<file path="config.mk">
export PLATFORM = sky130hd
export DESIGN_NAME = eag_effective_address_generator
export DESIGN_NICKNAME = d
export VERILOG_FILES = /design/src/core/eag_pkg.sv /design/src/core/eag_effective_address_generator.sv
export SDC_FILE = /design/constraint.sdc
export NUM_CORES = 1
export LEC_CHECK = 0
export ABC_AREA = 0
export BUFFER_PORTS_ARGS = -buffer_cell sky130_fd_sc_hd__buf_4
export CORE_MARGIN = 1
export CORE_UTILIZATION = 35
export DETAILED_ROUTE_END_ITERATION = 7
export PLACE_DENSITY = 0.68
export SYNTH_ARGS = -nofsm -noshare
export SYNTH_HDL_FRONTEND = slang
export SYNTH_SLANG_ARGS = --single-unit
</file>
<file path="constraint.sdc">
create_clock -name mclk_in -period 2.6 [get_ports mclk_in]
set_input_delay 0.65 -clock mclk_in [delete_from_list [all_inputs] [get_ports mclk_in]]
set_output_delay 0.65 -clock mclk_in [all_outputs]
set_load 0.02 [all_outputs]
</file>
<file path="src/core/eag_pkg.sv">
package eag_pkg;

   // ----------------------------------------------------------------
   // Widths
   // ----------------------------------------------------------------
   localparam int EAG_RAW_W  = 24;
   localparam int EAG_BUS_W  = 16;
   localparam int EAG_REG_W  = 32;
   localparam int EAG_BIT_W  = 3;

   // ----------------------------------------------------------------
   // Address forming constants
   // ----------------------------------------------------------------
   localparam logic [15:0] EAG_SHORT_ABS_FILL = 16'hffff;
   localparam logic [15:0] EAG_MEMIND_FILL    = 16'h0000;
   localparam logic [7:0]  EAG_DISP24_FILL    = 8'h00;
   localparam logic [23:0] EAG_TRAP_VEC_BASE  = 24'h000010;
   localparam int          EAG_TRAP_VEC_SHIFT = 2;
   localparam logic [31:0] EAG_STEP_B         = 32'h00000001;
   localparam logic [31:0] EAG_STEP_W         = 32'h00000002;
   localparam logic [31:0] EAG_STEP_L         = 32'h00000004;

   // ----------------------------------------------------------------
   // Enumerations
   // ----------------------------------------------------------------
   typedef enum logic [2:0] {
      EAG_M_REG_DIRECT = 3'h0,
      EAG_M_REG_IND    = 3'h1,
      EAG_M_REG_DISP   = 3'h2,
      EAG_M_REG_STEP   = 3'h3,
      EAG_M_ABSOLUTE   = 3'h4,
      EAG_M_IMMEDIATE  = 3'h5,
      EAG_M_PC_REL     = 3'h6,
      EAG_M_MEM_IND    = 3'h7
   } eag_mode_t;

   typedef enum logic [2:0] {
      EAG_C_ALU    = 3'h0,
      EAG_C_XFER   = 3'h1,
      EAG_C_BIT    = 3'h2,
      EAG_C_JUMP   = 3'h3,
      EAG_C_BRREL  = 3'h4,
      EAG_C_TRAP   = 3'h5,
      EAG_C_IMPLIC = 3'h6
   } eag_class_t;

   typedef enum logic [1:0] {
      EAG_SZ_BYTE = 2'h0,
      EAG_SZ_WORD = 2'h1,
      EAG_SZ_LONG = 2'h2
   } eag_size_t;

   // Length of the extension field: abs 8/16/24, disp 16/24,
   // pc-relative 8/16, immediate 8/16/32
   typedef enum logic [1:0] {
      EAG_L_SHORT = 2'h0,
      EAG_L_MID   = 2'h1,
      EAG_L_LONG  = 2'h2
   } eag_len_t;

   typedef enum logic [2:0] {
      EAG_ST_IDLE = 3'b001,
      EAG_ST_PTR  = 3'b010,
      EAG_ST_DONE = 3'b100
   } eag_state_t;

   // ----------------------------------------------------------------
   // Carriers
   // ----------------------------------------------------------------
   typedef struct packed {
      eag_class_t  cls;
      eag_mode_t   mode;
      eag_size_t   size;
      eag_len_t    len;
      logic        dec;
      logic        bit_from_reg;
      logic [3:0]  reg_fld;
      logic [31:0] ext;
      logic [31:0] address_register;
      logic [31:0] general_register;
      logic [23:0] pc;
   } eag_req_t;

   typedef struct packed {
      logic        illegal;
      logic [15:0] ea;
      logic [31:0] operand;
      logic [3:0]  reg_idx;
      logic [2:0]  bit_num;
      logic        wb_en;
      logic [31:0] wb_val;
   } eag_rsp_t;

endpackage

</file>
<file path="src/core/eag_effective_address_generator.sv">
// Overview of operation
// - Form a 24-bit address, drop top eight bits, 16 bits reach memory
// - Exactly eight addressing modes are supported
// - Arithmetic/logic instructions take only register direct or immediate
// - Data transfers take all modes but pc-relative and memory indirect
// - Bit ops: direct, indirect or absolute; bit number from imm or reg
// - Register indirect uses low 24 bits of the address register
// - Displacement 16 (sign-extended) or 24 bits added, low 24 used
// - Post-increment: low 24 address, then register plus 1/2/4 written
// - Pre-decrement: register minus 1/2/4 written back, low 24 address
// - Short absolute fills upper bits with ones: FF00 to FFFF
// - 16-bit absolute sign-extended, 24-bit unchanged: full range
// - Immediate from 8/16/32-bit field; constant ops imply their value
// - Software trap 2-bit field selects the exception vector
// - PC relative: sign-extended 8/16-bit displacement plus 24-bit pc
// - Branch reach -126..+128 or -32766..+32768; target not forced even
// - Memory indirect: pointer at 0000..00FF, fetched by longword read
// - Pointer's first byte dropped, three bytes form the target
`timescale 1ns/10ps
`default_nettype none

module eag_effective_address_generator
   import eag_pkg::*;
(
   // Clock and reset
   input  wire logic        mclk_in,
   input  wire logic        rst_n_in,
   // Decoder request
   input  wire logic        req_valid_in,
   input  wire eag_req_t    req_in,
   output logic             req_ready_out,
   // Result
   output logic             rsp_valid_out,
   output eag_rsp_t         rsp_out,
   // Pointer read on the memory bus
   output logic             rd_req_out,
   output logic [15:0]      rd_addr_out,
   input  wire logic        rd_ack_in,
   input  wire logic [31:0] rd_data_in
);

   // ----------------------------------------------------------------
   // State
   // ----------------------------------------------------------------
   eag_state_t  state_ff,   nxt_state;
   eag_req_t    req_ff,     nxt_req;
   eag_rsp_t    rsp_ff,     nxt_rsp;
   logic [23:0] raw_ff,     nxt_raw;
   logic        rd_req_ff,  nxt_rd_req;
   logic [15:0] rd_addr_ff, nxt_rd_addr;

   // ----------------------------------------------------------------
   // Address arithmetic
   // ----------------------------------------------------------------
   logic [31:0] step;
   logic [31:0] stepped;
   logic [23:0] raw;
   logic        legal;
   logic [31:0] operand;
   logic [2:0]  bit_num;

   always_comb
   begin
      case (req_in.size)
         EAG_SZ_BYTE: step = EAG_STEP_B;
         EAG_SZ_WORD: step = EAG_STEP_W;
         default:     step = EAG_STEP_L;
      endcase
      // Odd registers step as given; keeping them even is software's job
      if (req_in.dec)
         stepped = req_in.address_register - step;
      else
         stepped = req_in.address_register + step;
   end

   always_comb
   begin
      raw = 24'h000000;
      case (req_in.mode)
         EAG_M_REG_IND:
            raw = req_in.address_register[23:0];
         EAG_M_REG_DISP:
            if (req_in.len == EAG_L_LONG)
               raw = 24'(req_in.address_register
                         + {EAG_DISP24_FILL, req_in.ext[23:0]});
            else
               raw = 24'(req_in.address_register
                         + {{16{req_in.ext[15]}}, req_in.ext[15:0]});
         EAG_M_REG_STEP:
            if (req_in.dec)
               raw = stepped[23:0];
            else
               raw = req_in.address_register[23:0];
         EAG_M_ABSOLUTE:
            case (req_in.len)
               EAG_L_SHORT:
                  raw = {EAG_SHORT_ABS_FILL, req_in.ext[7:0]};
               EAG_L_MID:
                  raw = {{8{req_in.ext[15]}}, req_in.ext[15:0]};
               default:
                  raw = req_in.ext[23:0];
            endcase
         EAG_M_PC_REL:
            // Pc already points past the branch, giving the lopsided reach
            if (req_in.len == EAG_L_SHORT)
               raw = req_in.pc + {{16{req_in.ext[7]}}, req_in.ext[7:0]};
            else
               raw = req_in.pc + {{8{req_in.ext[15]}}, req_in.ext[15:0]};
         EAG_M_MEM_IND:
            raw = {EAG_MEMIND_FILL, req_in.ext[7:0]};
         default:
            raw = 24'h000000;
      endcase
      if (req_in.cls == EAG_C_TRAP)
         raw = EAG_TRAP_VEC_BASE
               + (24'(req_in.ext[1:0]) << EAG_TRAP_VEC_SHIFT);
   end

   // ----------------------------------------------------------------
   // Mode legality per instruction class
   // ----------------------------------------------------------------
   always_comb
   begin
      case (req_in.cls)
         EAG_C_ALU:
            legal = (req_in.mode == EAG_M_REG_DIRECT)
                    || (req_in.mode == EAG_M_IMMEDIATE);
         EAG_C_XFER:
            legal = (req_in.mode != EAG_M_PC_REL)
                    && (req_in.mode != EAG_M_MEM_IND);
         EAG_C_BIT:
            legal = (req_in.mode == EAG_M_REG_DIRECT)
                    || (req_in.mode == EAG_M_REG_IND)
                    || (req_in.mode == EAG_M_ABSOLUTE);
         EAG_C_JUMP:
            legal = (req_in.mode == EAG_M_REG_IND)
                    || (req_in.mode == EAG_M_ABSOLUTE)
                    || (req_in.mode == EAG_M_MEM_IND);
         EAG_C_BRREL:
            legal = (req_in.mode == EAG_M_PC_REL);
         EAG_C_TRAP, EAG_C_IMPLIC:
            legal = (req_in.mode == EAG_M_IMMEDIATE);
         default:
            legal = 1'b0;
      endcase
   end

   // ----------------------------------------------------------------
   // Operand, register select and bit number
   // ----------------------------------------------------------------
   always_comb
   begin
      operand = 32'h00000000;
      if (req_in.cls == EAG_C_IMPLIC)
         operand = step;
      else if (req_in.mode == EAG_M_IMMEDIATE)
         case (req_in.len)
            EAG_L_SHORT: operand = {24'h000000, req_in.ext[7:0]};
            EAG_L_MID:   operand = {16'h0000, req_in.ext[15:0]};
            default:     operand = req_in.ext;
         endcase
      if (req_in.bit_from_reg)
         bit_num = req_in.general_register[2:0];
      else
         bit_num = req_in.ext[2:0];
   end

   // ----------------------------------------------------------------
   // Sequencer
   // ----------------------------------------------------------------
   always_comb
   begin
      nxt_state   = state_ff;
      nxt_req     = req_ff;
      nxt_rsp     = rsp_ff;
      nxt_raw     = raw_ff;
      nxt_rd_req  = 1'b0;
      nxt_rd_addr = rd_addr_ff;
      case (state_ff)
         EAG_ST_IDLE:
            if (req_valid_in)
            begin
               nxt_req             = req_in;
               nxt_raw             = raw;
               nxt_rsp.illegal     = !legal;
               nxt_rsp.ea          = raw[15:0];
               nxt_rsp.operand     = operand;
               nxt_rsp.bit_num     = bit_num;
               // Long registers only have eight names
               nxt_rsp.reg_idx     = (req_in.size == EAG_SZ_LONG)
                                     ? {1'b0, req_in.reg_fld[2:0]}
                                     : req_in.reg_fld;
               nxt_rsp.wb_en       = legal
                                     && (req_in.mode == EAG_M_REG_STEP);
               nxt_rsp.wb_val      = stepped;
               if (legal && (req_in.mode == EAG_M_MEM_IND))
               begin
                  nxt_rd_req  = 1'b1;
                  nxt_rd_addr = raw[15:0];
                  nxt_state   = EAG_ST_PTR;
               end
               else
                  nxt_state = EAG_ST_DONE;
            end
         EAG_ST_PTR:
         begin
            nxt_rd_req = !rd_ack_in;
            if (rd_ack_in)
            begin
               nxt_raw    = rd_data_in[23:0];
               nxt_rsp.ea = rd_data_in[15:0];
               nxt_state  = EAG_ST_DONE;
            end
         end
         EAG_ST_DONE:
            nxt_state = EAG_ST_IDLE;
         default:
            nxt_state = EAG_ST_IDLE;
      endcase
   end

   always_ff @(posedge mclk_in or negedge rst_n_in)
   begin
      if (!rst_n_in)
      begin
         state_ff   <= EAG_ST_IDLE;
         req_ff     <= '0;
         rsp_ff     <= '0;
         raw_ff     <= 24'h000000;
         rd_req_ff  <= 1'b0;
         rd_addr_ff <= 16'h0000;
      end
      else
      begin
         state_ff   <= nxt_state;
         req_ff     <= nxt_req;
         rsp_ff     <= nxt_rsp;
         raw_ff     <= nxt_raw;
         rd_req_ff  <= nxt_rd_req;
         rd_addr_ff <= nxt_rd_addr;
      end
   end

   assign req_ready_out = (state_ff == EAG_ST_IDLE);
   assign rsp_valid_out = (state_ff == EAG_ST_DONE);
   assign rsp_out       = rsp_ff;
   assign rd_req_out    = rd_req_ff;
   assign rd_addr_out   = rd_addr_ff;

   logic take;
   assign take = req_valid_in && req_ready_out;
endmodule // eag_effective_address_generator

`default_nettype wire

</file>
Yosys cells after proc, flatten, opt, wreduce, memory -nomap -nowiden:

Index checks and enable logic that the tools add are counted.

* bits in registers: 109
* input port bits: 172
* output and inout port bits: 108

* multiplexer cells: 24
* reduce and logical (&&, ||, !) cells: 20
* add/sub/neg operators: 7
* eq/ne operators: 24

Operators by type and width (number)
* $mux 32: 3
* $pmux 16 s6: 1
* $mux 88: 1
* $mux 16: 5
* $add 16x16->16: 4
* $pmux 16 s2: 2
* $pmux 32 s2: 1
* $add 32x3->32: 1
* $sub 32x3->32: 1
* $eq 3x3->1 const B: 8
* $eq 3x2->1 const B: 5
* $mux 3: 4
* $pmux 3 s2: 2
* $eq 3x1->1 const B: 3
* $add 5x4->6 const A: 1
* $logic_not 3->1: 2
* $ne 3x3->1 const B: 2
* $pmux 1 s6: 1
* $reduce_and 3->1: 2
* $logic_or 1x1->1: 5
* $eq 2x1->1 const B: 2
* $eq 2x2->1 const B: 2
* $logic_not 2->1: 2
* $mux 4: 1
* 8 further kinds: 14

Longest topological paths before layout:

Gate-level depths: netlist of run 1.

* depth in word-level cells: 9
* depth in mapped cells: 13
* depth with buffers taken out: 13

Worst setup path after synthesis of run 1:

Ideal clock, no wire load.

* path kind: input -> register
* from: in req_in[126] in the netlist's numbering
* to: reg rsp_ff (netlist bit rsp_out[87])
* setup slack: -0.395 ns
* arrival: 2.871 ns
* stages: 13
* required time: 2.476 ns
* path buffers: 1
* cells stage by stage: nor2_1 -> and2_1 -> clkbuf_1 -> a21o_1 -> ha_1 -> a21o_1 -> a41o_1 -> nand2_1 -> a21oi_1 -> o41ai_2 -> xnor2_1 -> nor2_1 -> o31a_1

* longest elaborated chain between the ends: 6
* elaborated cells between the ends (all ways): 10
* those cells by class: eq/ne: 2; mux: 7; reduce/logical: 1

RTL lines
* start: declaration: line eag_effective_address_generator.sv:30 `input wire eag_req_t req_in,`
* $eq 2x1->1 (tied with other cells): line eag_effective_address_generator.sv:95 `case (req_in.len)`
* $pmux 16 s2 (tied with other cells): line eag_effective_address_generator.sv:95
* $pmux 16 s6 (*): line eag_effective_address_generator.sv:79 `case (req_in.mode)`
* $mux 16 (*): line eag_effective_address_generator.sv:114 `if (req_in.cls == EAG_C_TRAP)`
* $mux 88 (*): line eag_effective_address_generator.sv:181 `if (req_valid_in)`
* $pmux 16 s2 (*): line eag_effective_address_generator.sv:179 `case (state_ff)`
* end signal: assignment: line eag_effective_address_generator.sv:237 `rsp_ff <= nxt_rsp;`
* end: declaration: line eag_effective_address_generator.sv:47 `eag_rsp_t rsp_ff, nxt_rsp;`

Every way passes the cells marked *; elsewhere a longest branch is shown, timed or not. The select of a mux whose other input is x is not followed.
A chain may end at the register's enable or synchronous reset.

Worst setup path after layout of run 1:

* from: in req_in[125] in the netlist's numbering
* to: reg rsp_ff (netlist bit rsp_out[87])

* longest elaborated chain between the ends: 6

RTL lines
* $mux 32: line eag_effective_address_generator.sv:70 `if (req_in.dec)`
* $mux 16 (*): line eag_effective_address_generator.sv:90 `if (req_in.dec)`
* $pmux 16 s6 (*): line eag_effective_address_generator.sv:79
* $mux 16 (*): line eag_effective_address_generator.sv:114
* $mux 88 (*): line eag_effective_address_generator.sv:181
* $pmux 16 s2 (*): line eag_effective_address_generator.sv:179

Marked as above.

==> reports/results.tsv, run 1 <==
metric	value	unit
fin_setup_tns	-4.04	ns
synth_top_area_share	34.9	%
gp_congestion	0.882	
insertedDiodeCount	0	
dp_slack	-0.798	ns
cts_tree	done	
timing.fmax	350	MHz
drc	0	
drive_gt1_share	41.2	%
finalMaxSlewViolations	0	
power	6440	uW
seqPwrFrac	33.3	%
p_sw	2410	uW
port-buffer-count	226	
vias_per_cell	5.26	
period_share	110	%
maxCapViolations	0	
p_leak	0.00595	uW
avgSynthCellArea	8.86	sq um
core	21800	sq um
worst_slack	-0.257	ns
wl	27.2	mm
io_pins	280	
syn_to_final_growth	53.6	%
slew_headroom	49.4	%
synth-edff-count	0	
synth_area	7740	sq um
synthArstFlopShare	100	%
num_rows	54	
grt_pass1_wl	42.0	mm
swShare	37.4	%
pwr-share-clk	21.4	%
postSynthCellCount	873	
track_usage	24.1	%
synthTopCellsByArea	dfrtp_1, ha_1, nand2_1	
crit_start	req_in[125]	
first_global_vias	7987	
finalCriticalPeriod	2.86	ns
cts_sinks	109	
worst_slew_pin_slew	0.759	ns
dieArea	22700	sq um
grt_setup_unrepaired	yes	
cp-endpoint	rsp_out[87]$_DFFE_PN0P_	
wl_per_cell	17.5	um
grt_overflow	0	
synth_top_flop_cell	dfrtp_1	
status	finished with violations	
dp_hpwl	21.4	mm
synth.most_common_cell	nand2_1	
crit_required	2.85	ns
reg2reg_slack	0.39	ns
clockBufferDepth	2	
antenna_left	0	
regToRegStartpoint	state_ff[0]$_DFFE_PN1P_	
final_util	54.6	%
internal_power	4030	uW
peakVddDrop	367	uV
worstSetupPathType	in2reg	
path_clk_slew	0.08	ns
vias	8216	
ys_types	77	
end_kind	register	
finalNetCount	1512	
first_pass_iters	6	
yosysTopAreaCell	dfrtp_1	
use_met2	41.7	%
synth_fp_nets	1109	
grt_use_met1	30.2	%
finalHoldViolCount	0	
yosysWarningCount	0	
grt.busiest_layer	met2	
violations	negative setup slack	
root_buffer	clkbuf_16	
holdCritPathClass	in2async	
clk_latency	0.36	ns
skew	0.0115	ns
cts_made_buffers	9	
grt_max_degree	110	
synth_seq_cells	109	
start_util	35.6	%
arrival	3.11	ns
combPwrFrac	45.3	%
setup_viol	26	
die_w	151	um
synthTopCellsByCount	nand2_1, dfrtp_1, o21ai_0, a21oi_1	
r2r_cells	5	
htree_levels	3	
cp_max_fo	4	
power_density	542	nW/um^2
antenna_found_initial	0	
drtIter0Drc	370	
fp.dieH	151	um
rr_endpoint	rsp_out[67]$_DFFE_PN0P_	
met3_usage	4.94	%
ys_seq_area_share	35.3	%
worst_setup_path_start_kind	primary input	
==> stage by stage <==
| step | hold slack [ns] | std cells | instance area [sq um] |
|---|---|---|---|
| after detailed placement | 0.465 | 1534 | 11100 |
| after floorplan | 0.354 | 873 | 7790 |
| after global placement | 0.459 | 1534 | 11100 |
| final | 0.335 | 1561 | 11900 |
| after global routing | 0.407 | 1561 | 11900 |
| after CTS | 0.388 | 1558 | 11700 |
==> registers in the layout (all words and copies together) (netlist names) <==
name	flops
rd_req_out	1
state_ff	3
rd_addr_out	16
rsp_out	89
==> worst max-delay path, cell delays in order <==
cell and delay [ns]:
buf_6 0.12, a21oi_4 0.12, inv_1 0.05, ha_1 0.29, nor2b_4 0.13, o31a_1 0.31, o311ai_2 0.30, buf_4 0.18
a21oi_4 0.07, o21ai_2 0.18, nand2_2 0.08, xnor2_2 0.20, o2111ai_1 0.13, o31a_1 0.26
==> worst min path at each step <==
stage	from	endpoint	cells past startpoint
after floorplan	rst_n_in	rd_addr_out[0]$_DFFE_PN0P_	0
after global placement	rd_addr_out[4]$_DFFE_PN0P_	rd_addr_out[4]$_DFFE_PN0P_	2
after detailed placement	rd_addr_out[5]$_DFFE_PN0P_	rd_addr_out[5]$_DFFE_PN0P_	2
after CTS	rst_n_in	rd_addr_out[13]$_DFFE_PN0P_	2
after global routing	rst_n_in	rd_addr_out[10]$_DFFE_PN0P_	2
final	rst_n_in	rd_addr_out[10]$_DFFE_PN0P_	2
==> cell usage in the layout, fill, tap and decap left out, types with 4 or more instances in the layout <==
cell,Yosys,final
a22oi_1,6,6
dfrtp_1,108,108
o21ai_0,72,63
a22o_1,30,30
o21ai_1,4,11
buf_4,0,415
a31oi_1,6,4
a221oi_1,11,6
nand2b_1,14,14
o31ai_1,8,8
a221oi_2,1,6
inv_1,19,18
ha_1,61,56
o22ai_1,6,6
o21bai_1,7,7
nor3_1,18,16
a21oi_4,0,4
nand2_1,113,108
xor2_1,21,19
and3_1,13,13
ha_4,0,4
xnor2_2,0,5
a21o_1,31,31
a211oi_1,6,5
buf_6,0,7
a21oi_2,5,19
clkbuf_16,0,9
and2_1,17,15
a21oi_1,68,50
o21a_1,14,14
o211ai_1,8,8
nand3_1,7,7
nor2b_1,8,7
nor2_1,61,60
mux2i_1,6,6
xnor2_1,28,22
nand2_2,0,4
==> layer usage <==
metal,vias to the layer above,share of wire (%)
li1,4020,-
met1,3902,43
met2,264,48
met3,30,7.5
met4,0,1.9
met5,-,0
==> final cells by class <==
cell class,instances,area (sq um)
clock inverters,6,55.1
well taps,280,350
flip-flops and latches,109,2730
fillers,2035,9870
clock buffers,10,229
multi-input cells,711,5190
inverters,19,73.8
repair buffers,426,3260
==> power groups by stage <==
stage	sequential [uW]	clock [uW]	combinational [uW]
4_1_cts	2150	1430	2860
5_1_grt	2180	1470	3160
2_1_floorplan	2480	0	1060
3_3_place_gp	2170	0	2720
3_5_place_dp	2170	0	2760
6_report	2140	1380	2910
==> cells by family (layout without fill, tap and decap cells) <==
family,after synthesis,count (layout),share of synthesized area (%)
multiplexers,7,7,0.922
buffers and inverters,53,461,2.64
AO/OA/AOI/OAI,323,323,29.0
XOR/XNOR,49,49,5.55
adder cells (fa/ha/maj),64,64,10.6
AND/OR/NAND/NOR,268,268,16.0
flip-flops,109,109,35.3
==> repair_timing <==
action	4_1_cts	5_1_grt
cloned	0	0
pin swaps	34	30
hold endpoints to repair	0	0
endpoints found under the setup margin	29	37
resized for setup	48	32
hold buffers	0	0
setup buffers	11	5
Power figures use the tool's default switching activity.
==> run 2, diff against run 1 <==
==> constraint.sdc (replaced) <==
create_clock -name mclk_in -period 2.64 [get_ports mclk_in]
set_input_delay 0.66 -clock mclk_in [delete_from_list [all_inputs] [get_ports mclk_in]]
set_output_delay 0.66 -clock mclk_in [all_outputs]
set_load 0.02 [all_outputs]
==> reports/results.tsv, run 2 (same netlist as run 1, synthesis figures left out) <==
metric	value	unit	change
met3_length	2.11	mm	was 2.05 mm
final_common_cell	buf_4		unchanged
arrival	3.08	ns	was 3.11 ns
cts_made_buffers	9		unchanged
pwr-share-clk	21.1	%	was 21.4%
first_pass_iters	5		was 6
cts_sinks	109		unchanged
drive_gt1_share	41.6	%	was 41.2%
wl_per_cell	17.7	um	was 17.5 um
cts_tree	done		unchanged
dp_hpwl	21.5	mm	was 21.4 mm
core	21800	sq um	unchanged
wl	27.4	mm	was 27.2 mm
holdCritPathClass	in2async		unchanged
drc	0		unchanged
grt_max_degree	105		was 110
path_clk_slew	0.08	ns	about the same
root_buffer	clkbuf_16		unchanged
syn_to_final_growth	54.1	%	was 53.6%
layout_common_cells	buf_4, nand2_1, dfrtp_1		unchanged
fp.dieH	151	um	unchanged
violations	negative setup slack		unchanged
hold_slack	0.310	ns	was 0.335 ns
worstSetupPathType	in2reg		unchanged
combPwrFrac	45.9	%	was 45.3%
cts_hold_buf	0		unchanged
maxCapViolations	0		unchanged
period_share	107	%	
antenna_left	0		unchanged
start_util	35.6	%	unchanged
insertedDiodeCount	0		unchanged
drt-met1-wl	11.8	mm	was 11.7 mm
clockBufferDepth	2		unchanged
post_dp_cell_area	11000	sq um	was 11100 sq um
wl_met2	13.1	mm	was 13.0 mm
crit_chain	buf_12 > a21oi_4 > inv_2 > ha_4 > nor2b_4 > o31a_1 > o311ai_2 > nand2b_1 > buf_6 > a21o_1 > a21oi_2 > xor2_1 > buf_4 > o2111a_1 > a31oi_1		was buf_6 > a21oi_4 > inv_1 > ha_1 > nor2b_4 > o31a_1 > o311ai_2 > buf_4 > a21oi_4 > o21ai_2 > nand2_2 > xnor2_2 > o2111ai_1 > o31a_1
power_density	536	nW/um^2	was 542 nW/um^2
htree_levels	3		unchanged
internal_power	4020	uW	was 4030 uW
swShare	37.2	%	was 37.4%
max_stage_delay	0.33	ns	was 0.31 ns
worst_slew_pin_slew	0.755	ns	was 0.759 ns
peakVddDrop	271	uV	was 367 uV
port-buffer-count	226		unchanged
grt_setup_unrepaired	yes		unchanged
finalNetCount	1499		was 1512
dieArea	22700	sq um	unchanged
top_layer	met4		unchanged
crit_path_top_delay_cell	o311ai_2		was o31a_1
grt_pass1_wl	42.1	mm	was 42.0 mm
timing.fmax	353	MHz	
crit_family	compound AO/OA/AOI/OAI gates		unchanged
status	finished with violations		unchanged
finalHoldViolCount	0		unchanged
num_rows	54		unchanged
vias	8187		was 8216
drtIter0Drc	395		was 370
slew_headroom	49.6	%	was 49.4%
clk_latency	0.36	ns	about the same
fill_cells	1965		was 2035
vias_per_cell	5.29		was 5.26
worst_setup_path_start_kind	primary input		unchanged
antenna_found_initial	0		unchanged
crit_required	2.89	ns	was 2.85 ns
power	6400	uW	was 6440 uW
end_kind	register		unchanged
gp_congestion	0.889		was 0.882
grt_overflow	0		unchanged
skew	0.00988	ns	was 0.0115 ns
finalCriticalPeriod	2.83	ns	
path_buf_inv	4		was 3
track_usage	24.1	%	about the same
finalMaxSlewViolations	0		unchanged
io_pins	280		unchanged
p_leak	0.00594	uW	was 0.00595 uW
p_sw	2380	uW	was 2410 uW
die_w	151	um	unchanged
largest_reg_flops	89		unchanged
fin_area	11900	sq um	about the same
worst_slack	-0.193	ns	was -0.257 ns
setup_viol	23		was 26
seqPwrFrac	33.0	%	was 33.3%
cp_max_fo	3		was 4
first_global_vias	8034		was 7987
==> run 2: changes by cell type in the layout (fill, tap and decap cells not counted), moves of 3 or more <==
cell,change
buf_4,-21
o21ai_1,+10
a21oi_1,+3
o21ai_2,+4
o21ai_0,-15
buf_12,+4
buf_6,+5
==> run 2: layer usage <==
metal  global-route usage [%]  up-vias
li1                         -     3982
met1                     30.8     3897
met2                     40.8      275
met3                     5.39       33
met4                     6.10        0
met5                        0        -
==> run 2: what timing repair did <==
item | 4_1_cts | 5_1_grt
setup endpoints to repair | 31 | 41
pin swaps | 56 | 59
gates resized for setup | 67 | 49
setup buffers | 12 | 5
==> run 2: path summary, 6_finish.rpt <==
path,cells past startpoint,startpoint,slack [ns],end
max in group asynchronous,2,rst_n_in,1.63,state_ff[0]$_DFFE_PN1P_
worst min register to register,2,rsp_out[38]$_DFFE_PN0P_,0.48,rsp_out[38]$_DFFE_PN0P_
worst max-delay path,15,req_in[125],-0.19,rsp_out[83]$_DFFE_PN0P_
min in group mclk_in,2,rsp_out[38]$_DFFE_PN0P_,0.48,rsp_out[38]$_DFFE_PN0P_
worst min-delay path,1,rst_n_in,0.31,rd_addr_out[15]$_DFFE_PN0P_
worst max register to register,6,state_ff[2]$_DFFE_PN0P_,0.40,rsp_out[84]$_DFFE_PN0P_
==> run 2: final cells by class <==
class	count	area, sq um	area share [%]
inverter	19	71.3	0.598
sequential	109	2730	22.9
timing repair buffer	413	3220	27.0
clock inverter	5	40.0	0.336
tap	280	350	2.94
clock buffer	11	243	2.04
multi-input combinational	711	5270	44.2
==> run 2: power groups by stage <==
stage / Clock (uW) / Sequential, uW / Combinational, uW
after global routing: 1440 / 2140 / 3190
after floorplan: 0 / 2450 / 1050
after global placement: 0 / 2140 / 2650
after CTS: 1380 / 2110 / 2860
after detailed placement: 0 / 2130 / 2690
final: 1350 / 2110 / 2940
==> run 2: stage by stage <==
| step | util (%) | setup TNS, ns | worst slack (ns) | std cells |
|---|---|---|---|---|
| 2_1_floorplan | - | -2.25 | -0.204 | 873 |
| 3_3_place_gp | 50.7 | -20.21 | -0.779 | 1516 |
| 3_5_place_dp | 50.7 | -22.04 | -0.860 | 1516 |
| 4_1_cts | 53.6 | -4.28 | -0.252 | 1544 |
| 5_1_grt | 54.8 | -4.81 | -0.331 | 1548 |
| 6_report | 54.8 | -1.85 | -0.193 | 1548 |
